### config.mk
export PLATFORM = sky130hd
export DESIGN_NAME = sccg_top
export DESIGN_NICKNAME = d
export VERILOG_FILES = /design/src/design/sccg_pkg.sv /design/src/design/sccg_div_if.sv /design/src/design/sccg_top.sv /design/src/design/sccg_div.sv /design/src/design/sccg_gate.sv
export SDC_FILE = /design/constraint.sdc
export NUM_CORES = 1
export LEC_CHECK = 0
export ABC_CLOCK_PERIOD_IN_PS = 3860
export BUFFER_PORTS_ARGS = -buffer_cell sky130_fd_sc_hd__buf_2
export CAP_MARGIN = 25
export CORE_ASPECT_RATIO = 1.4
export CORE_MARGIN = 8
export CORE_UTILIZATION = 55
export DETAILED_ROUTE_END_ITERATION = 8
export PLACE_DENSITY_LB_ADDON = 0.25
export SYNTH_ARGS = -nofsm -noshare
export SYNTH_HDL_FRONTEND = slang
export SYNTH_SLANG_ARGS = --single-unit
### constraint.sdc
create_clock -name pclk -period 3.86 [get_ports pclk]
set_clock_uncertainty 0.2 [all_clocks]
set_input_delay 0.386 -clock pclk [delete_from_list [all_inputs] [get_ports pclk]]
set_output_delay 0.386 -clock pclk [all_outputs]
set_load 0.01 [all_outputs]
### src/design/sccg_pkg.sv
package sccg_pkg;
  // ----------------------------------------------------------------
  // Register indices; the byte address is four times the index.
  // ----------------------------------------------------------------
  localparam logic [11:0] IDX_GATE_A   = 12'h0063;  // Module clock gate A.
  localparam logic [11:0] IDX_GATE_B   = 12'h0064;  // Module clock gate B.
  localparam logic [11:0] IDX_GATE_C   = 12'h0065;  // Module clock gate C.
  localparam logic [11:0] IDX_SYS_SEL  = 12'h0066;  // System clock source and divider.
  localparam logic [11:0] IDX_HSC_HI   = 12'h0070;  // Fast clock select high bit.
  localparam logic [11:0] IDX_PIN_MUX  = 12'h0586;  // Port A pin function select.
  localparam logic [11:0] IDX_PIN_A8   = 12'h05a8;  // Pin 1 clock output function.
  localparam logic [11:0] IDX_PIN_A9   = 12'h05a9;  // Pin 7 clock output function.
  // ----------------------------------------------------------------
  // Values after reset and readable bit masks.
  // ----------------------------------------------------------------
  localparam logic [7:0] RST_GATE_A  = 8'h13;
  localparam logic [7:0] RST_GATE_B  = 8'h80;
  localparam logic [7:0] RST_GATE_C  = 8'h10;
  localparam logic [7:0] RST_SYS_SEL = 8'h06;
  localparam logic [7:0] RST_HSC_HI  = 8'h00;
  localparam logic [7:0] RST_PIN     = 8'h00;
  localparam logic [7:0] MSK_GATE_A  = 8'hf7;  // Bit 3 is unused.
  localparam logic [7:0] MSK_GATE_C  = 8'h33;  // Bits 2, 3, 6 and 7 are unused.
  localparam logic [7:0] MSK_HSC_HI  = 8'h01;  // Only bit 0 exists.
  // ----------------------------------------------------------------
  // Field positions.
  // ----------------------------------------------------------------
  localparam int SRC_HI = 6;  // System source field top bit.
  localparam int SRC_LO = 5;  // System source field bottom bit.
  localparam int DIV_HI = 4;  // Divider field top bit.
  localparam int HSC_LO = 7;  // Low select bit inside the system register.
  localparam int TMR_FAST_BIT = 0;  // Gate B timer fast and system clocks.
  localparam int TMR_SLOW_BIT = 6;  // Gate B timer slow clock.
  localparam int QD_SLOW_BIT  = 0;  // Gate C decoder slow clock.
  localparam int PWM_SLOW_BIT = 1;  // Gate C PWM slow clock.
  // ----------------------------------------------------------------
  // Source codes.
  // ----------------------------------------------------------------
  localparam logic [1:0] SYS_RC   = 2'h0;
  localparam logic [1:0] SYS_HSC  = 2'h1;
  localparam logic [1:0] SYS_DIV1 = 2'h2;
  localparam logic [1:0] SYS_DIV2 = 2'h3;
  localparam logic [1:0] HSC_DBL  = 2'h0;
  localparam logic [1:0] HSC_RC   = 2'h1;
  // ----------------------------------------------------------------
  // Pin function values and fixed divider shape.
  // ----------------------------------------------------------------
  localparam logic [7:0] PIN7_MUX_VAL = 8'h7f;
  localparam logic [7:0] PIN7_FN_VAL  = 8'h40;
  localparam logic [7:0] PIN1_MUX_VAL = 8'hfd;
  localparam logic [7:0] PIN1_FN_VAL  = 8'h08;
  localparam logic [5:0] TWO3_PERIOD  = 6'h03;  // Three source edges per output period.
  localparam logic [5:0] TWO3_HIGH    = 6'h02;  // High for two of them.
endpackage

### src/design/sccg_div_if.sv
`timescale 1ns/1ps
// Carries the edge-count shape of a divider and its output level.
interface sccg_div_if;
  logic       src;      // Source clock level.
  logic [5:0] period;   // Output period in source edges.
  logic [5:0] high;     // Edges for which the output stays high.
  logic       clk_out;  // Divided clock level.
  modport ctl (output src, output period, output high, input clk_out);
  modport div (input src, input period, input high, output clk_out);
endinterface

### src/design/sccg_top.sv
// Local design decision: the APB slave port.
`timescale 1ns/1ps
// System clock selection, fast clock selection and module clock gating.
module sccg_top (
  // APB clock, reset and freeze.
  input  wire logic        pclk,
  input  wire logic        presetn,
  input  wire logic        ce,
  // APB slave.
  input  wire logic        psel,
  input  wire logic        penable,
  input  wire logic        pwrite,
  input  wire logic [15:0] paddr,
  input  wire logic [31:0] pwdata,
  output logic      [31:0] prdata,
  output logic             pready,
  output logic             pslverr,
  // Source clock levels.
  input  wire logic        internal_fast_rc_clock,
  input  wire logic        internal_slow_rc_clock,
  input  wire logic        crystal_clock,
  input  wire logic        doubled_crystal_clock,
  // Generated clocks.
  output logic             sys_clk,
  output logic             high_speed_clock,
  output logic             slow_clk,
  output logic             timer_fast_clk,
  // Gated module clocks.
  output logic      [7:0]  gated_clk_a,
  output logic      [7:0]  gated_clk_b,
  output logic      [7:0]  gated_clk_c,
  // Clock output pins.
  output logic             pa7_out,
  output logic             pa7_oe,
  output logic             pa1_out,
  output logic             pa1_oe
);
  // ----------------------------------------------------------------
  // State.
  // ----------------------------------------------------------------
  typedef struct packed {
    logic [7:0]  gate_a;    // Module clock gate A.
    logic [7:0]  gate_b;    // Module clock gate B.
    logic [7:0]  gate_c;    // Module clock gate C.
    logic [7:0]  sys_sel;   // System source and divider.
    logic [7:0]  hsc_hi;    // Fast clock select high bit.
    logic [7:0]  pin_mux;   // Pin function select.
    logic [7:0]  pin_a8;    // Pin 1 function.
    logic [7:0]  pin_a9;    // Pin 7 function.
    logic [31:0] rdata;     // Read data captured in setup.
    logic        err;       // Unmapped address seen in setup.
    logic [1:0]  sys_cur;   // System source now in use.
    logic        sys;       // System clock level.
    logic [1:0]  hsc_cur;   // Fast clock source now in use.
    logic        hsc;       // Fast clock level.
    logic        pa7;       // Pin 7 level.
    logic        pa7_en;    // Pin 7 drive.
    logic        pa1;       // Pin 1 level.
    logic        pa1_en;    // Pin 1 drive.
  } sccg_top_st_t;

  sccg_top_st_t st_q;       // Registered state.
  sccg_top_st_t st_d;       // Next state.
  logic [11:0]  idx;        // Word index of the access.
  logic         hit;        // Address is mapped.
  logic [7:0]   rd_mux;     // Register selected for read.
  logic         wr_en;      // Write takes effect now.
  logic [1:0]   sys_req;    // Requested system source.
  logic [1:0]   hsc_req;    // Requested fast clock source.
  logic [4:0]   div_val;    // Programmable divider value.
  logic [4:0]   div_eff;    // Divider value with zero made one.
  logic [7:0]   src_b;      // Clock behind each gate B bit.
  logic [7:0]   src_c;      // Clock behind each gate C bit.

  // ----------------------------------------------------------------
  // Dividers.
  // ----------------------------------------------------------------
  sccg_div_if div1_if ();   // Programmable divider.
  sccg_div_if div2_if ();   // Fixed two-thirds divider.
  sccg_div_if tmr_if ();    // Timer fast clock divider.

  // The programmable divider counts 2N edges per period, high for N.
  assign div_val        = st_q.sys_sel[sccg_pkg::DIV_HI:0];
  assign div_eff        = (div_val == 5'h00) ? 5'h01 : div_val;
  assign div1_if.src    = st_q.hsc;
  assign div1_if.period = {div_eff, 1'b0};
  assign div1_if.high   = {1'b0, div_eff};
  assign div2_if.src    = st_q.hsc;
  assign div2_if.period = sccg_pkg::TWO3_PERIOD;
  assign div2_if.high   = sccg_pkg::TWO3_HIGH;
  assign tmr_if.src     = crystal_clock;
  assign tmr_if.period  = sccg_pkg::TWO3_PERIOD;
  assign tmr_if.high    = sccg_pkg::TWO3_HIGH;

  sccg_div u_div1 (.pclk(pclk), .presetn(presetn), .ce(ce), .d(div1_if.div));
  sccg_div u_div2 (.pclk(pclk), .presetn(presetn), .ce(ce), .d(div2_if.div));
  sccg_div u_tmr  (.pclk(pclk), .presetn(presetn), .ce(ce), .d(tmr_if.div));

  // ----------------------------------------------------------------
  // Address decode and read mux.
  // ----------------------------------------------------------------
  assign idx   = paddr[13:2];
  assign wr_en = psel && penable && pwrite && ce;

  // Pick the addressed register; unused bits read as zero.
  always_comb begin
    hit    = 1'b1;
    rd_mux = 8'h00;
    case (idx)
      sccg_pkg::IDX_GATE_A:  rd_mux = st_q.gate_a & sccg_pkg::MSK_GATE_A;
      sccg_pkg::IDX_GATE_B:  rd_mux = st_q.gate_b;
      sccg_pkg::IDX_GATE_C:  rd_mux = st_q.gate_c & sccg_pkg::MSK_GATE_C;
      sccg_pkg::IDX_SYS_SEL: rd_mux = st_q.sys_sel;
      sccg_pkg::IDX_HSC_HI:  rd_mux = st_q.hsc_hi & sccg_pkg::MSK_HSC_HI;
      sccg_pkg::IDX_PIN_MUX: rd_mux = st_q.pin_mux;
      sccg_pkg::IDX_PIN_A8:  rd_mux = st_q.pin_a8;
      sccg_pkg::IDX_PIN_A9:  rd_mux = st_q.pin_a9;
      default:               hit    = 1'b0;
    endcase
  end

  // ----------------------------------------------------------------
  // Source requests.
  // ----------------------------------------------------------------
  assign sys_req = st_q.sys_sel[sccg_pkg::SRC_HI:sccg_pkg::SRC_LO];
  // Both 1x codes fold into one crystal code, so flipping the low bit starts no switch.
  assign hsc_req = st_q.hsc_hi[0] ? 2'h2 : {1'b0, st_q.sys_sel[sccg_pkg::HSC_LO]};

  // Level of a system source by code.
  function automatic logic sys_src(input logic [1:0] code, input logic rc, input logic hs,
                                   input logic d1, input logic d2);
    logic v;
    case (code)
      sccg_pkg::SYS_RC:   v = rc;
      sccg_pkg::SYS_HSC:  v = hs;
      sccg_pkg::SYS_DIV1: v = d1;
      default:            v = d2;
    endcase
    return v;
  endfunction

  // Level of a fast clock source by code; both 1x codes mean crystal.
  function automatic logic hsc_src(input logic [1:0] code, input logic dbl, input logic rc,
                                   input logic xtal);
    logic v;
    case (code)
      sccg_pkg::HSC_DBL: v = dbl;
      sccg_pkg::HSC_RC:  v = rc;
      default:           v = xtal;
    endcase
    return v;
  endfunction

  // ----------------------------------------------------------------
  // Next-state logic: registers, clock switches and pins.
  // ----------------------------------------------------------------
  always_comb begin
    st_d = st_q;
    // Capture read data and the error flag in the setup phase.
    if (psel && !penable) begin
      st_d.rdata = {24'h00_0000, rd_mux};
      st_d.err   = !hit;
    end
    // Writes land in the access phase; unmapped writes are dropped.
    if (wr_en && hit) begin
      case (idx)
        sccg_pkg::IDX_GATE_A:  st_d.gate_a  = pwdata[7:0];
        sccg_pkg::IDX_GATE_B:  st_d.gate_b  = pwdata[7:0];
        sccg_pkg::IDX_GATE_C:  st_d.gate_c  = pwdata[7:0];
        sccg_pkg::IDX_SYS_SEL: st_d.sys_sel = pwdata[7:0];
        sccg_pkg::IDX_HSC_HI:  st_d.hsc_hi  = pwdata[7:0];
        sccg_pkg::IDX_PIN_MUX: st_d.pin_mux = pwdata[7:0];
        sccg_pkg::IDX_PIN_A8:  st_d.pin_a8  = pwdata[7:0];
        sccg_pkg::IDX_PIN_A9:  st_d.pin_a9  = pwdata[7:0];
        default:               st_d.err     = 1'b1;
      endcase
    end
    // Fast clock switch: finish the old high phase, hold low, join new low.
    if (hsc_req == st_q.hsc_cur) begin
      st_d.hsc = hsc_src(st_q.hsc_cur, doubled_crystal_clock,
                         internal_fast_rc_clock, crystal_clock);
    end else if (st_q.hsc) begin
      st_d.hsc = hsc_src(st_q.hsc_cur, doubled_crystal_clock,
                         internal_fast_rc_clock, crystal_clock);
    end else begin
      st_d.hsc = 1'b0;
      if (!hsc_src(hsc_req, doubled_crystal_clock, internal_fast_rc_clock, crystal_clock)) begin
        st_d.hsc_cur = hsc_req;
      end
    end
    // System clock switch with the same low-phase handover.
    if (sys_req == st_q.sys_cur) begin
      st_d.sys = sys_src(st_q.sys_cur, internal_fast_rc_clock, st_q.hsc,
                         div1_if.clk_out, div2_if.clk_out);
    end else if (st_q.sys) begin
      st_d.sys = sys_src(st_q.sys_cur, internal_fast_rc_clock, st_q.hsc,
                         div1_if.clk_out, div2_if.clk_out);
    end else begin
      st_d.sys = 1'b0;
      if (!sys_src(sys_req, internal_fast_rc_clock, st_q.hsc,
                   div1_if.clk_out, div2_if.clk_out)) begin
        st_d.sys_cur = sys_req;
      end
    end
    // Pin 7 carries the fast RC clock while the system runs from it.
    st_d.pa7_en = (st_q.pin_mux == sccg_pkg::PIN7_MUX_VAL) &&
                  (st_q.pin_a9 == sccg_pkg::PIN7_FN_VAL) &&
                  (st_q.sys_cur == sccg_pkg::SYS_RC);
    st_d.pa7    = st_d.pa7_en & internal_fast_rc_clock;
    // Pin 1 carries the slow RC clock.
    st_d.pa1_en = (st_q.pin_mux == sccg_pkg::PIN1_MUX_VAL) &&
                  (st_q.pin_a8 == sccg_pkg::PIN1_FN_VAL);
    st_d.pa1    = st_d.pa1_en & internal_slow_rc_clock;
  end

  // ----------------------------------------------------------------
  // State register; low enable freezes everything.
  // ----------------------------------------------------------------
  always_ff @(posedge pclk or negedge presetn) begin
    if (!presetn) begin
      st_q         <= '0;
      st_q.gate_a  <= sccg_pkg::RST_GATE_A;
      st_q.gate_b  <= sccg_pkg::RST_GATE_B;
      st_q.gate_c  <= sccg_pkg::RST_GATE_C;
      st_q.sys_sel <= sccg_pkg::RST_SYS_SEL;
      st_q.hsc_hi  <= sccg_pkg::RST_HSC_HI;
      st_q.pin_mux <= sccg_pkg::RST_PIN;
      st_q.pin_a8  <= sccg_pkg::RST_PIN;
      st_q.pin_a9  <= sccg_pkg::RST_PIN;
      st_q.sys_cur <= sccg_pkg::SYS_RC;
      st_q.hsc_cur <= sccg_pkg::HSC_DBL;
    end else if (ce) begin
      st_q <= st_d;
    end
  end

  // ----------------------------------------------------------------
  // Module clock gates.
  // ----------------------------------------------------------------
  // Gate B bit 6 and gate C bits 0 and 1 carry the slow clock.
  always_comb begin
    src_b                        = {8{st_q.sys}};
    src_b[sccg_pkg::TMR_SLOW_BIT] = internal_slow_rc_clock;
    src_c                        = {8{st_q.sys}};
    src_c[sccg_pkg::QD_SLOW_BIT]  = internal_slow_rc_clock;
    src_c[sccg_pkg::PWM_SLOW_BIT] = internal_slow_rc_clock;
  end

  for (genvar i = 0; i < 8; i++) begin : g_gate
    sccg_gate u_ga (.pclk(pclk), .presetn(presetn), .ce(ce), .src(st_q.sys),
                    .en(st_q.gate_a[i] & sccg_pkg::MSK_GATE_A[i]), .gclk(gated_clk_a[i]));
    sccg_gate u_gb (.pclk(pclk), .presetn(presetn), .ce(ce), .src(src_b[i]),
                    .en(st_q.gate_b[i]), .gclk(gated_clk_b[i]));
    sccg_gate u_gc (.pclk(pclk), .presetn(presetn), .ce(ce), .src(src_c[i]),
                    .en(st_q.gate_c[i] & sccg_pkg::MSK_GATE_C[i]), .gclk(gated_clk_c[i]));
  end

  // The timer fast clock shares gate B bit 0 with the timer system clock.
  sccg_gate u_gtmr (.pclk(pclk), .presetn(presetn), .ce(ce), .src(tmr_if.clk_out),
                    .en(st_q.gate_b[sccg_pkg::TMR_FAST_BIT]), .gclk(timer_fast_clk));

  // ----------------------------------------------------------------
  // Outputs.
  // ----------------------------------------------------------------
  assign prdata           = st_q.rdata;
  assign pready           = 1'b1;
  assign pslverr          = psel && penable && st_q.err;
  assign sys_clk          = st_q.sys;
  assign high_speed_clock = st_q.hsc;
  assign slow_clk         = internal_slow_rc_clock;
  assign pa7_out          = st_q.pa7;
  assign pa7_oe           = st_q.pa7_en;
  assign pa1_out          = st_q.pa1;
  assign pa1_oe           = st_q.pa1_en;

  // ----------------------------------------------------------------
  // Checks.
  // ----------------------------------------------------------------
  a_sys_rc_follow: assert property (@(posedge pclk) disable iff (!presetn)
    ce && st_q.sys_cur == sccg_pkg::SYS_RC && sys_req == sccg_pkg::SYS_RC
    |=> sys_clk == $past(internal_fast_rc_clock))
    else $error("System clock does not follow fast RC.");
  a_sys_div1_sel: assert property (@(posedge pclk) disable iff (!presetn)
    ce && st_q.sys_cur == sccg_pkg::SYS_DIV1 && sys_req == sccg_pkg::SYS_DIV1
    |=> sys_clk == $past(div1_if.clk_out))
    else $error("System clock does not follow divider one.");
  a_sys_div2_sel: assert property (@(posedge pclk) disable iff (!presetn)
    ce && st_q.sys_cur == sccg_pkg::SYS_DIV2 && sys_req == sccg_pkg::SYS_DIV2
    |=> sys_clk == $past(div2_if.clk_out))
    else $error("System clock does not follow two-thirds clock.");
  a_hsc_xtal_sel: assert property (@(posedge pclk) disable iff (!presetn)
    ce && hsc_req[1] && st_q.hsc_cur[1] |=> high_speed_clock == $past(crystal_clock))
    else $error("Fast clock does not follow crystal.");
  a_reset_rc_src: assert property (@(posedge pclk) disable iff (!presetn)
    $rose(presetn) |-> sys_req == sccg_pkg::SYS_RC && st_q.sys_cur == sccg_pkg::SYS_RC)
    else $error("System clock is not on fast RC after reset.");
  a_pin7_drive: assert property (@(posedge pclk) disable iff (!presetn)
    ce && st_q.pin_mux == sccg_pkg::PIN7_MUX_VAL && st_q.pin_a9 == sccg_pkg::PIN7_FN_VAL
    && st_q.sys_cur == sccg_pkg::SYS_RC |=> pa7_oe && pa7_out == $past(internal_fast_rc_clock))
    else $error("Pin 7 does not carry fast RC.");
  a_pin1_drive: assert property (@(posedge pclk) disable iff (!presetn)
    ce && st_q.pin_mux == sccg_pkg::PIN1_MUX_VAL && st_q.pin_a8 == sccg_pkg::PIN1_FN_VAL
    |=> pa1_oe && pa1_out == $past(internal_slow_rc_clock))
    else $error("Pin 1 does not carry slow RC.");
  a_switch_low: assert property (@(posedge pclk) disable iff (!presetn)
    ce && sys_req != st_q.sys_cur && !st_q.sys |=> !sys_clk)
    else $error("System clock rose during a source switch.");
endmodule

### src/design/sccg_div.sv
`timescale 1ns/1ps
// Edge-counting divider: counts both edges of the source level.
module sccg_div (
  // Clock, reset and enable.
  input  wire logic pclk,
  input  wire logic presetn,
  input  wire logic ce,
  // Divider shape and output.
  sccg_div_if.div   d
);
  // ----------------------------------------------------------------
  // State.
  // ----------------------------------------------------------------
  typedef struct packed {
    logic       prev;  // Source level seen last cycle.
    logic [5:0] cnt;   // Source edges within the output period.
    logic       out;   // Divided clock.
  } sccg_div_st_t;

  sccg_div_st_t st_q;  // Registered state.
  sccg_div_st_t st_d;  // Next state.
  logic [5:0]   per;   // Period, never below one edge.

  // A zero period would stall the counter, so it counts as one.
  assign per = (d.period == 6'h00) ? 6'h01 : d.period;

  // Advance on every source edge and shape the output from the count.
  always_comb begin
    st_d = st_q;
    if (d.src != st_q.prev) begin
      st_d.cnt = (st_q.cnt + 6'h01 >= per) ? 6'h00 : st_q.cnt + 6'h01;
      st_d.out = (st_d.cnt < d.high);
    end
    st_d.prev = d.src;
  end

  // Register the state; low enable freezes it.
  always_ff @(posedge pclk or negedge presetn) begin
    if (!presetn) begin
      st_q <= '0;
    end else if (ce) begin
      st_q <= st_d;
    end
  end

  assign d.clk_out = st_q.out;

  // The count stays inside the period while the period holds still.
  a_div_cnt_range: assert property (@(posedge pclk) disable iff (!presetn)
    ce && st_q.cnt < per ##1 $stable(per) |-> st_q.cnt < per)
    else $error("Divider count left its period.");
endmodule

### src/design/sccg_gate.sv
`timescale 1ns/1ps
// Glitch-free gate: the enable is taken only while the source is low.
module sccg_gate (
  // Clock, reset and enable.
  input  wire logic pclk,
  input  wire logic presetn,
  input  wire logic ce,
  // Source, enable and gated clock.
  input  wire logic src,
  input  wire logic en,
  output logic      gclk
);
  // ----------------------------------------------------------------
  // State.
  // ----------------------------------------------------------------
  typedef struct packed {
    logic en_l;  // Enable held while the source is high.
    logic out;   // Gated clock.
  } sccg_gate_st_t;

  sccg_gate_st_t st_q;  // Registered state.
  sccg_gate_st_t st_d;  // Next state.

  // Take a new enable only in the low phase so no runt pulse appears.
  always_comb begin
    st_d = st_q;
    if (!src) begin
      st_d.en_l = en;
    end
    st_d.out = src & st_d.en_l;
  end

  // Register the state; low enable freezes it.
  always_ff @(posedge pclk or negedge presetn) begin
    if (!presetn) begin
      st_q <= '0;
    end else if (ce) begin
      st_q <= st_d;
    end
  end

  assign gclk = st_q.out;

  // A blocked gate gives no high level on the next cycle.
  a_gate_blocks: assert property (@(posedge pclk) disable iff (!presetn)
    ce && !st_q.en_l && !en |=> !gclk)
    else $error("Gated clock rose while blocked.");
endmodule

After elaboration in Yosys (flattened, before gate mapping)
Index checks and enable logic that the tools add are counted.
W data, S select, Z words.
Storage, ports and cells
  input bits: 58
  bits in registers: 147
  output and inout bits: 66
Operators by class
  bitwise logic cells: 33
  reductions and logical operators: 31
  equality and inequality tests: 22
  $lt $le $gt $ge: 6
  add/sub/neg operators: 3
  multiplexer cells: 48
Operators with widths (number)
  $pmux W8 S8: 1
  $eq A12 B7 Y1 const B: 5
  $mux W1: 37
  $eq A12 B11 Y1 const B: 3
  $and A1 B1 Y1: 27
  $mux W6: 4
  $reduce_and A3 Y1: 8
  $add A6 B1 Y6 const B: 3
  $eq A8 B7 Y1 const B: 2
  $ge A6 B2 Y1 const B: 2
  $lt A6 B2 Y1 const B: 2
  $logic_and A1 B1 Y1: 9
  $eq A2 B1 Y1 const B: 4
  $eq A8 B4 Y1 const B: 1
  $eq A8 B8 Y1 const B: 1
  $logic_not A2 Y1: 4
  $reduce_and A4 Y1: 2
  $reduce_or A8 Y1: 1
  $ge A6 B6 Y1: 1
  $logic_not A6 Y1: 1
  $lt A6 B5 Y1: 1
  $not A1 Y1: 6
  $pmux W1 S3: 2
  $reduce_and A2 Y1: 3
  8 further kinds: 13

Longest topological paths before layout
Gate-level depths: netlist (run 1).
  word-level depth: 7
  gate-level depth with buffers: 15
  gate-level depth less buffers: 14

Hierarchy
Synthesis (run 1) repeated with hierarchy kept, for this count alone.
Unflattened totals
  cells, all modules: 790
  area, all modules: 8320.5 µm²
By module, submodules not included
  sccg_top: area each 3827.4 µm², times used 1, cells an instance 340, seq. area each 1785.5 µm²
  sccg_gate: area each 85.1 µm², times used 25, cells an instance 7, seq. area each 50.0 µm²
  sccg_div (u_div1 ...): area each 783.3 µm², times used 2, cells an instance 92, seq. area each 200.2 µm²
  sccg_div (u_tmr): area each 799.5 µm², times used 1, cells an instance 91, seq. area each 200.2 µm²

Least setup slack after synthesis (run 1)
OpenSTA, ideal clock, no wires.
  path type: reg2reg
  start point: register u_div1.st_q[1] (netlist name)
  end point: register u_div1.st_q (netlist bit u_div1.d.clk_out)
  slack: 0.559 ns
  stages on the path, launching flop included: 16
  arrival time: 2.973 ns
  period minus slack after synthesis: 3.301 ns
  required time: 3.532 ns
  buffers on the path: 1
  cells stage by stage: dfrtp_1 > ha_1 > nand3_1 > xor2_1 > inv_1 > ha_1 > a2111oi_0 > o21ai_0 > and2_1 > clkbuf_1 > nor2_1 > ha_1 > nand3_1 > or3b_2 > a22oi_1 > o21ai_0
Between the ends
  cells in the longest elaborated chain, start to end: 4
Ends and longest elaborated chain
  from (decl): line sccg_div.sv:20  | sccg_div_st_t st_q;
  from (signal assigned): line sccg_div.sv:42  | st_q <= st_d;
  $add A6 B1 Y6 (*): line sccg_div.sv:31  | st_d.cnt = (st_q.cnt + 6'h01 >= per) ? 6'h00 : st_q.cnt + 6'h01;
  $ge A6 B6 Y1: line sccg_div.sv:31
  $mux W6 (*): line sccg_div.sv:31
  $lt A6 B5 Y1 (*): line sccg_div.sv:32  | st_d.out = (st_d.cnt < d.high);
Mark *: on every way between the ends. The rest lies on a longest branch, timed or not.
A chain may end at the register's enable or synchronous reset.

Final worst setup path (run 1)
Same ends and word-level chain as after synthesis.

==> flow_metrics.tcl, run 1 <==
set metrics [dict create \
    starting_density_of_the_core_pct 56.1 \
    cts.root.buffer_cell "clkbuf_16" \
    routed_wl_mm 15.7 \
    drive_above_1_share_pct 31.8 \
    residual_antenna_violating_net_count_after_detailed_routing 0 \
    final.setup.worst_slack_ns 0.235 \
    first_global_vias 4955 \
    grt.busiest_layer "met2" \
    timing_max_transition_violations_final 0 \
    global_route.usage.met2_pct 32.4 \
    critPathTopFamily "simple AND/OR/NAND/NOR gates" \
    clkSlewWorstSetupHoldPaths_ns 0.06 \
    via_density_per_instance 5.93 \
    global_route.usage.met1_pct 22.7 \
    grt_start_max_net_pins 89 \
    mapped_cell_area_mm2 0.00691 \
    worst-slew-pin-transition_ns 1.07 \
    num-nets-final 711 \
    boundaryPins 124 \
    setup.worst_path.end_class "register" \
    synth_common_cells "132 x dfrtp_1, 76 x mux2_2, 58 x buf_4" \
    crit_fanout 8 \
    groute.layer.met3.usage_pct 5.48 \
    floorplan.core_area_mm2 0.0123 \
    floorplan.die_area_mm2 0.0165 \
    drc 0 \
    power.static_leakage_nw 3.80 \
    yosys_warnings 0 \
    crit_slowest_cell "or3b_2" \
    cts_sinks 139 \
    worstPathBufferInverterCount 1 \
    die_y_um 149 \
    number_of_antenna_violations_at_the_first_check_in_global_routing 0 \
    worst_hold_check_path_type "input pin to register" \
    cts_inserted_buffers 17 \
    yosysTopAreaCell "dfrtp_1" \
    area_delta_synth_final_pct 12.0 \
    htree_levels 4 \
    seq_area_frac_synth_pct 50.5 \
    wl_per_cell_um 19.6 \
    ff_to_ff_setup_slack_ns 0.23 \
    clk_latency_ns 0.42 \
    timing.final.setup_violations 0 \
    crit_chain "ha_1, nand3_1, xor2_2, inv_1, ha_1, o21ai_0, nand2b_1, and2_2, nor2_1, ha_1, nand3_1, or3b_2, a22oi_1, o21ai_0" \
    fin_tns_setup_ns 0 \
    critical_path.startpoint_type "register" \
    synth_ff_type "dfrtp_1" \
    drt-initial-drc-count 314 \
    detail_route.first_pass.iterations 6 \
    place_hpwl_mm 11.4 \
    max_cap_violations 0 \
    status "finished clean" \
    synthesis.instances 593 \
    grt_setup_unrepaired "false" \
    place.port_buffers 70 \
    globalplace.congestion 0.928 \
    fillers 940 \
    place_worst_setup_slack_ns 0.133 \
    cp_data_required_time_ns 3.96 \
    period_needed_ns 3.63 \
    tritoncts_clock_tree "built" \
    power_density_mw_per_mm2 503 \
    maxClockFrequency_ghz 0.276 \
    cpMostUsedCell "ha_1" \
    route.vias.total 4752 \
    finalHoldViolCount 0 \
    netlist_top_cells_area "dfrtp_1 48%, mux2_2 12%, buf_4 6.3%" \
    grt_usage_pct 19.6 \
    grt_first_pass_wirelength_mm 25.7 \
    worstPathArrival_ns 3.73 \
    num_antenna_cells 0 \
    fp-row-count 48 \
    worstSetupPathType "register to register" \
    dieWidth_um 111 \
    clock_tree.buffer_depth 2 \
    async_flop_share_pct 100 \
    synth-edff-count 0 \
    synth_seq_cells 139 \
    vdd.ir_drop.worst_mv 0.310 \
    globalRouteOverflowTotal 0 \
    synth.distinct_cells 64 \
    synth.most_common_cell "dfrtp_1" \
    syn-mean-instance-area_um2 11.7 \
    synth_top_area_share_pct 47.8 \
    layout_worst_path_cycle_share_pct 93.9 \
    slowest_delay_ns 0.50 \
    slew-limit-headroom_pct 27.9 \
]
==> state kept, by name, summed over array words and instances (netlist names), 4 cells and up <==
name,flops
g_gate.u_gb.st_q,8
g_gate.u_gc.gclk,4
u_tmr.st_q,7
st_q,52
g_gate.u_ga.gclk,7
u_div1.st_q,6
g_gate.u_ga.st_q,8
g_gate.u_gb.gclk,8
div_val,5
u_div2.st_q,7
g_gate.u_gc.st_q,8
prdata,8
==> metrics by stage <==
step                      cells  total power, mW  cell area [um2]  util [%]  hold slack [ns]
after floorplan             617             1.97             7000         -           -0.110
after global placement      765             2.08             7060      57.3            0.264
after detailed placement    765             2.12             7060      57.3            0.266
after CTS                   798             3.84             7700      62.5           0.0452
after global routing        801             4.07             7740      62.9           0.0490
final                       801             3.89             7740      62.9           0.0499
==> worst min-delay path: stages <==
cell	delay, ns
buf_2	0.12
inv_1	0.07
o2bb2ai_1	0.06
==> layout by cell type (no fill, tap or decap), drive strengths merged, types with 8 or more instances in the layout <==
cell | Yosys | final
ha | 15 | 15
o21ai | 17 | 17
buf | 61 | 76
clkbuf | 14 | 22
a22o | 24 | 24
a21oi | 10 | 10
conb | 2 | 26
nand2b | 8 | 8
xor2 | 8 | 8
nor2 | 21 | 21
and2 | 16 | 16
dfrtp | 132 | 132
a32oi | 8 | 8
inv | 26 | 28
a222oi | 8 | 8
nor3 | 8 | 8
mux2 | 76 | 76
nand2 | 36 | 36
nand3 | 14 | 14
==> layer usage <==
layer	vias to the layer above	wire, um
met5	-	0
met4	0	599
met3	32	953
met2	171	7860
met1	2384	6320
li1	2165	-
==> report_power, final <==
| part | total, mW | internal [mW] | switching [mW] | leakage [nW] |
|---|---|---|---|---|
| Clock | 1.73 | 1.12 | 0.609 | 0.301 |
| Sequential | 1.60 | 1.52 | 0.0757 | 1.88 |
| Combinational | 0.567 | 0.244 | 0.323 | 1.62 |
| Total | 3.89 | 2.88 | 1.01 | 3.80 |
==> what timing repair did <==
action	in CTS	in global routing
endpoints found under the setup margin	0	1
endpoints found under the hold margin	81	0
resized for setup	0	7
hold buffers	1	0
buffers inserted	0	3
==> worst paths after layout <==
path | from | end | cells past startpoint
max | u_div1.st_q[1] | u_div1.d.clk_out | 14
min | internal_fast_rc_clock | pa7_out | 3
max reg2reg | u_div1.st_q[1] | u_div1.d.clk_out | 14
min reg2reg | g_gate[6].u_gc.st_q[1] | g_gate[6].u_gc.st_q[1] | 1
max in group asynchronous | presetn | st_q[98] | 3
min in group asynchronous | presetn | u_div2.st_q[5] | 2
==> cells by family (layout without fill, tap and decap cells) <==
logic type	Yosys count	in the layout	share of synthesized area [%]
and+or+nand+nor	144	144	12.0
DFF	139	139	50.5
buffers and inverters	101	135	8.76
AOI/OAI and AO/OA	100	100	11.1
muxes	82	82	13.6
adders and majority gates	15	15	2.72
xor gates and xnor gates	10	10	1.27
other	2	26	0.109
==> cell type report <==
cell class                      count  area, um2  share of cell area [%]
Sequential cell                   139       3490                    45.0
Multi-Input combinational cell    377       2930                    37.9
Clock buffer                       22        464                    5.99
Timing Repair Buffer               77        412                    5.32
Tap cell                          150        188                    2.42
Clock inverter                     10        163                    2.10
Inverter                           26       97.6                    1.26
Power figures use the tool's default switching activity.
==> run 2: changes to the inputs <==
--- a/config.mk
+++ b/config.mk
@@ -5,13 +5,13 @@
 export SDC_FILE = /design/constraint.sdc
 export NUM_CORES = 1
 export LEC_CHECK = 0
-export ABC_CLOCK_PERIOD_IN_PS = 3860
-export BUFFER_PORTS_ARGS = -buffer_cell sky130_fd_sc_hd__buf_2
+export ABC_CLOCK_PERIOD_IN_PS = 3700
 export CAP_MARGIN = 25
 export CORE_ASPECT_RATIO = 1.4
 export CORE_MARGIN = 8
 export CORE_UTILIZATION = 55
 export DETAILED_ROUTE_END_ITERATION = 8
+export DONT_BUFFER_PORTS = 1
 export PLACE_DENSITY_LB_ADDON = 0.25
 export SYNTH_ARGS = -nofsm -noshare
 export SYNTH_HDL_FRONTEND = slang
==> constraint.sdc (replaced) <==
create_clock -name pclk -period 3.7 [get_ports pclk]
set_clock_uncertainty 0.2 [all_clocks]
set_input_delay 0.37 -clock pclk [delete_from_list [all_inputs] [get_ports pclk]]
set_output_delay 0.37 -clock pclk [all_outputs]
set_load 0.01 [all_outputs]
==> flow_metrics.tcl, run 2 (synthesis results as in run 1) <==
set metrics [dict create \
    status "finished with violations" \
    violations "negative hold slack" \
    clock_tree.buffer_depth 2 \
    power.static_leakage_nw 3.49 \
    place_hpwl_mm 11.0 \
    drt-initial-drc-count 389 \
    via_density_per_instance 6.10 \
    first_global_vias 4708 \
    crit_fanout 4 \
    cts_hold_repair.buffers 14 \
    worst_hold_check_path_type "input pin to asynchronous set/reset pin" \
    drc 0 \
    place_worst_setup_slack_ns 0.00245 \
    crit_chain "and3_1, nand3_1, xor2_2, inv_1, ha_1, a2111oi_2, o21ai_1, buf_4, a21boi_0, ha_1, nand3_1, or3b_2, a22oi_1, o21ai_0" \
    layout_worst_path_cycle_share_pct 93.0 \
    clkSlewWorstSetupHoldPaths_ns 0.06 \
    route.vias.total 4529 \
    period_needed_ns 3.44 \
    worst-slew-pin-transition_ns 0.926 \
    cts.root.buffer_cell "clkbuf_16" \
    fin_hold_ws_ns -0.552 \
    setup.worst_path.end_class "register" \
    crit_slowest_cell "or3b_2" \
    routed_wl_mm 15.7 \
    max_cap_violations 0 \
    dieWidth_um 111 \
    layout_commonest_cell "dfrtp_1" \
    ff_to_ff_setup_slack_ns 0.26 \
    grt_start_max_net_pins 140 \
    timing_max_transition_violations_final 0 \
    floorplan.die_area_mm2 0.0165 \
    vdd.ir_drop.worst_mv 0.274 \
    timing.final.setup_violations 0 \
    htree_levels 4 \
    cp_data_required_time_ns 3.78 \
    fp-row-count 48 \
    maxClockFrequency_ghz 0.291 \
    fin_tns_setup_ns 0 \
    finalHoldViolCount 139 \
    wl_per_cell_um 21.1 \
    place.port_buffers 0 \
    max_flop_register "st_q" \
    clk_latency_ns 0.41 \
    power_density_mw_per_mm2 520 \
    cts_sinks 139 \
    tritoncts_clock_tree "built" \
    grt_usage_pct 19.5 \
    floorplan.core_area_mm2 0.0123 \
    num_antenna_cells 0 \
    area_delta_synth_final_pct 8.31 \
    grt_first_pass_wirelength_mm 25.6 \
    detail_route.first_pass.iterations 7 \
    worstSetupPathType "register to register" \
    critical_path.startpoint_type "register" \
    place.detailed.instances 693 \
    globalRouteOverflowTotal 0 \
    die_y_um 149 \
    fillers 970 \
    num-nets-final 653 \
    fin_cells 743 \
    globalplace.congestion 0.893 \
    slowest_delay_ns 0.46 \
    worstPathArrival_ns 3.52 \
    final.setup.worst_slack_ns 0.259 \
    slew-limit-headroom_pct 38.3 \
    final_cell_mix "130 x dfrtp_1, 76 x mux2_2, 35 x nand2_1" \
    drive_above_1_share_pct 22.9 \
    grt_setup_unrepaired "false" \
    residual_antenna_violating_net_count_after_detailed_routing 0 \
    largest_register_ff_count 52 \
    utilization_pct 60.8 \
    cts_inserted_buffers 17 \
    starting_density_of_the_core_pct 56.1 \
    number_of_antenna_violations_at_the_first_check_in_global_routing 1 \
    boundaryPins 124 \
]
run 2: changes by cell type in the layout (fill, tap and decap cells not counted), moves of 2 or more:
cell / delta
buf_2: -69
dlygate4sd3_1: +13
clkbuf_1: +3
inv_6: -2
buf_4: -2
run 2: final timing paths:
check | from | endpoint | cells past startpoint
min in group pclk | paddr[6] | st_q[10] | 2
hold reg to reg | g_gate[4].u_gb.st_q[1] | g_gate[4].u_gb.gclk | 1
setup reg to reg | u_div1.st_q[4] | u_div1.d.clk_out | 14
max in group asynchronous | presetn | st_q[98] | 0
setup / recovery | u_div1.st_q[4] | u_div1.d.clk_out | 14
hold / removal | presetn | u_div2.st_q[4] | 0
run 2: area by class of cell:
cell class	count	area, um2	share of cell area [%]
multi-input combinational	377	2940	39.3
timing repair buffer	19	178	2.37
tap	150	188	2.51
sequential	139	3490	46.6
clock buffer	25	475	6.35
inverter	26	97.6	1.30
clock inverter	7	115	1.54
run 2: routing by layer:
metal  routed length [um]  vias to the layer above  track usage, %
li1                     -                     2046               -
met1                 6220                     2282            22.1
met2                 7690                      158            31.5
met3                 1040                       41            6.65
met4                  710                        2            11.1
met5                    8                        -               0
run 2: report_power, final:
part	total, mW	internal [mW]	switching (mW)
Combinational	0.523	0.245	0.278
Sequential	1.67	1.59	0.0795
Clock	1.70	1.09	0.604
Total	3.89	2.93	0.962
run 2: worst max-delay path, delay by kind of cell, from the launching register on:
family                   cells  cell delay, ns
buffers and inverters        2            0.22
AO/OA/AOI/OAI                5            1.00
XOR/XNOR                     1            0.21
flip-flops                   1            0.43
adder cells (fa/ha/maj)      2            0.40
AND/OR/NAND/NOR              4            0.83
run 2: through the flow:
step	hold WS [ns]	instance area, um2	power, mW
after detailed placement	-0.122	6690	2.14
final	-0.552	7490	3.89
after floorplan	-0.126	7000	2.06
after global routing	-0.570	7490	4.06
after global placement	-0.121	6690	2.10
after CTS	-0.560	7430	3.87
run 2: repair_timing:
item / 4_1_cts / 5_1_grt
setup endpoints to repair: 1 / 1
pin swaps: 0 / 1
gates cloned: 0 / 0
gates resized for setup: 1 / 10
endpoints found under the hold margin: 206 / 139
setup buffers: 0 / 3
==> run 3: changes to the inputs <==
--- a/config.mk
+++ b/config.mk
@@ -5,6 +5,7 @@
 export SDC_FILE = /design/constraint.sdc
 export NUM_CORES = 1
 export LEC_CHECK = 0
+export ABC_AREA = 1
 export ABC_CLOCK_PERIOD_IN_PS = 3700
 export CAP_MARGIN = 25
 export CORE_ASPECT_RATIO = 1.4
==> flow_metrics.tcl, run 3 <==
set metrics [dict create \
    setup.worst_path.end_class "register" \
    cts.root.buffer_cell "clkbuf_16" \
    period_needed_ns 2.98 \
    place_hpwl_mm 12.0 \
    clock_tree.buffer_depth 2 \
    grt_first_pass_wirelength_mm 28.2 \
    globalRouteOverflowTotal 0 \
    clk_latency_ns 0.42 \
    grt_start_max_net_pins 140 \
    async_flop_share_pct 100 \
    finalHoldViolCount 139 \
    violations "negative hold slack" \
    wl_per_cell_um 15.0 \
    cts-resized-gates 0 \
    worstPathArrival_ns 3.13 \
    vdd.ir_drop.worst_mv 0.268 \
    fin_total_pwr_mw 4.12 \
    dieWidth_um 115 \
    layout_commonest_cell "nand2_1" \
    mapped_cell_area_mm2 0.00751 \
    floorplan.die_area_mm2 0.0177 \
    end_of_the_critical_path "u_div1.d.clk_out" \
    drt-initial-drc-count 426 \
    netlist_top_cells_area "dfrtp_1 44%, nand2_1 14%, buf_4 6.0%" \
    tritoncts_clock_tree "built" \
    num-nets-final 1008 \
    max_flop_register "st_q" \
    residual_antenna_violating_net_count_after_detailed_routing 0 \
    layout_worst_path_cycle_share_pct 80.4 \
    max_cap_violations 0 \
    synth_top_area_share_pct 44.0 \
    floorplan.core_area_mm2 0.0134 \
    worst_hold_check_path_type "input pin to asynchronous set/reset pin" \
    detail_route.first_pass.iterations 5 \
    critical_path.startpoint_type "register" \
    syn-mean-instance-area_um2 7.87 \
    place_worst_setup_slack_ns 0.763 \
    cp_data_required_time_ns 3.86 \
    slew-limit-headroom_pct 39.0 \
    drc 0 \
    routed_wl_mm 17.0 \
    timing.final.setup_violations 0 \
    drive_above_1_share_pct 9.49 \
    grt_usage_pct 20.0 \
    rr_worst_depth 19 \
    seq_area_frac_synth_pct 46.4 \
    largest_register_ff_count 52 \
    cts_sinks 139 \
    synth.most_common_cell "nand2_1" \
    fillers 1240 \
    power.static_leakage_nw 4.14 \
    reg2reg_from "u_div1.st_q[1]" \
    final.setup.worst_slack_ns 0.724 \
    grt_setup_unrepaired "false" \
    starting_density_of_the_core_pct 56.1 \
    ff_to_ff_setup_slack_ns 0.72 \
    post-cts-setup-buffer-count 0 \
    boundaryPins 124 \
    regToRegEndpoint "u_div1.d.clk_out" \
    route.vias.total 5912 \
    synthesis.instances 955 \
    fin_hold_ws_ns -0.554 \
    fp-row-count 50 \
    final_cell_mix "288 x nand2_1, 132 x dfrtp_1, 109 x inv_1" \
    cts_hold_repair.buffers 15 \
    htree_levels 4 \
    synth_common_cells "288 x nand2_1, 132 x dfrtp_1, 109 x inv_1" \
    synth_seq_cells 139 \
    status "finished with violations" \
    timing_max_transition_violations_final 0 \
    clkSlewWorstSetupHoldPaths_ns 0.06 \
    synth-edff-count 0 \
    maxClockFrequency_ghz 0.336 \
    worstSetupPathType "register to register" \
    globalplace.congestion 0.906 \
    via_density_per_instance 5.22 \
    number_of_antenna_violations_at_the_first_check_in_global_routing 3 \
    worst-slew-pin-transition_ns 0.911 \
    place.port_buffers 0 \
    yosys_warnings 0 \
    fin_tns_setup_ns 0 \
    crit_fanout 7 \
    first_global_vias 5701 \
    yosysTopAreaCell "dfrtp_1" \
    worst_setup_path_startpoint "u_div1.st_q[1]" \
    synth_ff_type "dfrtp_1" \
    synth.distinct_cells 43 \
    area_delta_synth_final_pct 7.43 \
    die_y_um 154 \
    cts_inserted_buffers 17 \
    power_density_mw_per_mm2 510 \
]
run 3: changes by cell type after synthesis, moves of 16 or more:
cell,previous run,this run
nand2_1,35,288
and2_1,16,0
nor2_1,20,77
a22o_1,24,0
o21ai_0,17,75
inv_1,26,109
mux2_2,76,1
nand4_1,6,47
run 3: final cells by class:
cell class | instances | area (um2) | share of cell area (%)
repair buffers | 21 | 195 | 2.42
clock inverters | 14 | 169 | 2.09
flip-flops and latches | 139 | 3490 | 43.2
multi-input cells | 637 | 3100 | 38.4
clock buffers | 18 | 439 | 5.44
diodes | 3 | 7.51 | 0.0930
well taps | 182 | 228 | 2.82
inverters | 119 | 447 | 5.53
run 3: cells by family (layout without fill, tap and decap cells):
family          Yosys count  count (layout)  share of synthesized area [%]
fa+ha+maj                15              15                           2.50
compound gates           92              92                           6.41
mux                       1               1                          0.150
other cells               2              29                          0.100
buf+inv                 203             172                           13.5
flops                   139             139                           46.4
simple gates            500             500                           30.5
xor+xnor                  3               3                          0.350
run 3: power by group:
group          switching (mW)  internal (mW)
logic                   0.388          0.237
clock network           0.710           1.04
registers               0.123           1.62
total                    1.22           2.90
run 3: worst min path at each step:
stage	start	to	slack, ns	cells after the start
final	presetn	u_div1.st_q[3]	-0.55	0
after global routing	presetn	u_div1.st_q[6]	-0.58	0
after CTS	presetn	u_div1.st_q[6]	-0.57	0
after detailed placement	presetn	u_div1.st_q[3]	-0.12	0
after global placement	presetn	u_div1.st_q[3]	-0.12	0
after floorplan	presetn	div_val[0]	-0.13	0
run 3: critical path, cell delays in order (launching register included):
cell and delay (ns):
dfrtp_1 0.45, ha_1 0.24, nand2_1 0.06, inv_1 0.05, nand2_1 0.07, xor2_1 0.21
ha_1 0.26, nand2_1 0.08, inv_1 0.06, nand2_1 0.06, nand2_1 0.04, a21oi_1 0.16
inv_1 0.11, nor2_1 0.14, ha_1 0.27, a21oi_1 0.20, nor2_1 0.07, nor2_1 0.08
nand2_1 0.05, nand2_1 0.05
run 3: metal layers:
metal / up-vias / global-route usage [%] / share of wire, %
met3: 24 / 5.38 / 7.3
met2: 192 / 32.4 / 48
met4: 0 / 8.67 / 2.1
met1: 2785 / 24.3 / 43
li1: 2911 / - / -
met5: - / 0 / 0
run 3: through the flow:
| step | util [%] | hold WS [ns] | instance area (um2) | instances |
|---|---|---|---|---|
| floorplan | - | -0.126 | 7600 | 979 |
| global placement | 54.6 | -0.119 | 7300 | 1083 |
| detailed placement | 54.6 | -0.120 | 7300 | 1083 |
| CTS | 60.2 | -0.566 | 8060 | 1130 |
| global route | 60.3 | -0.577 | 8070 | 1133 |
| finish | 60.3 | -0.554 | 8070 | 1133 |
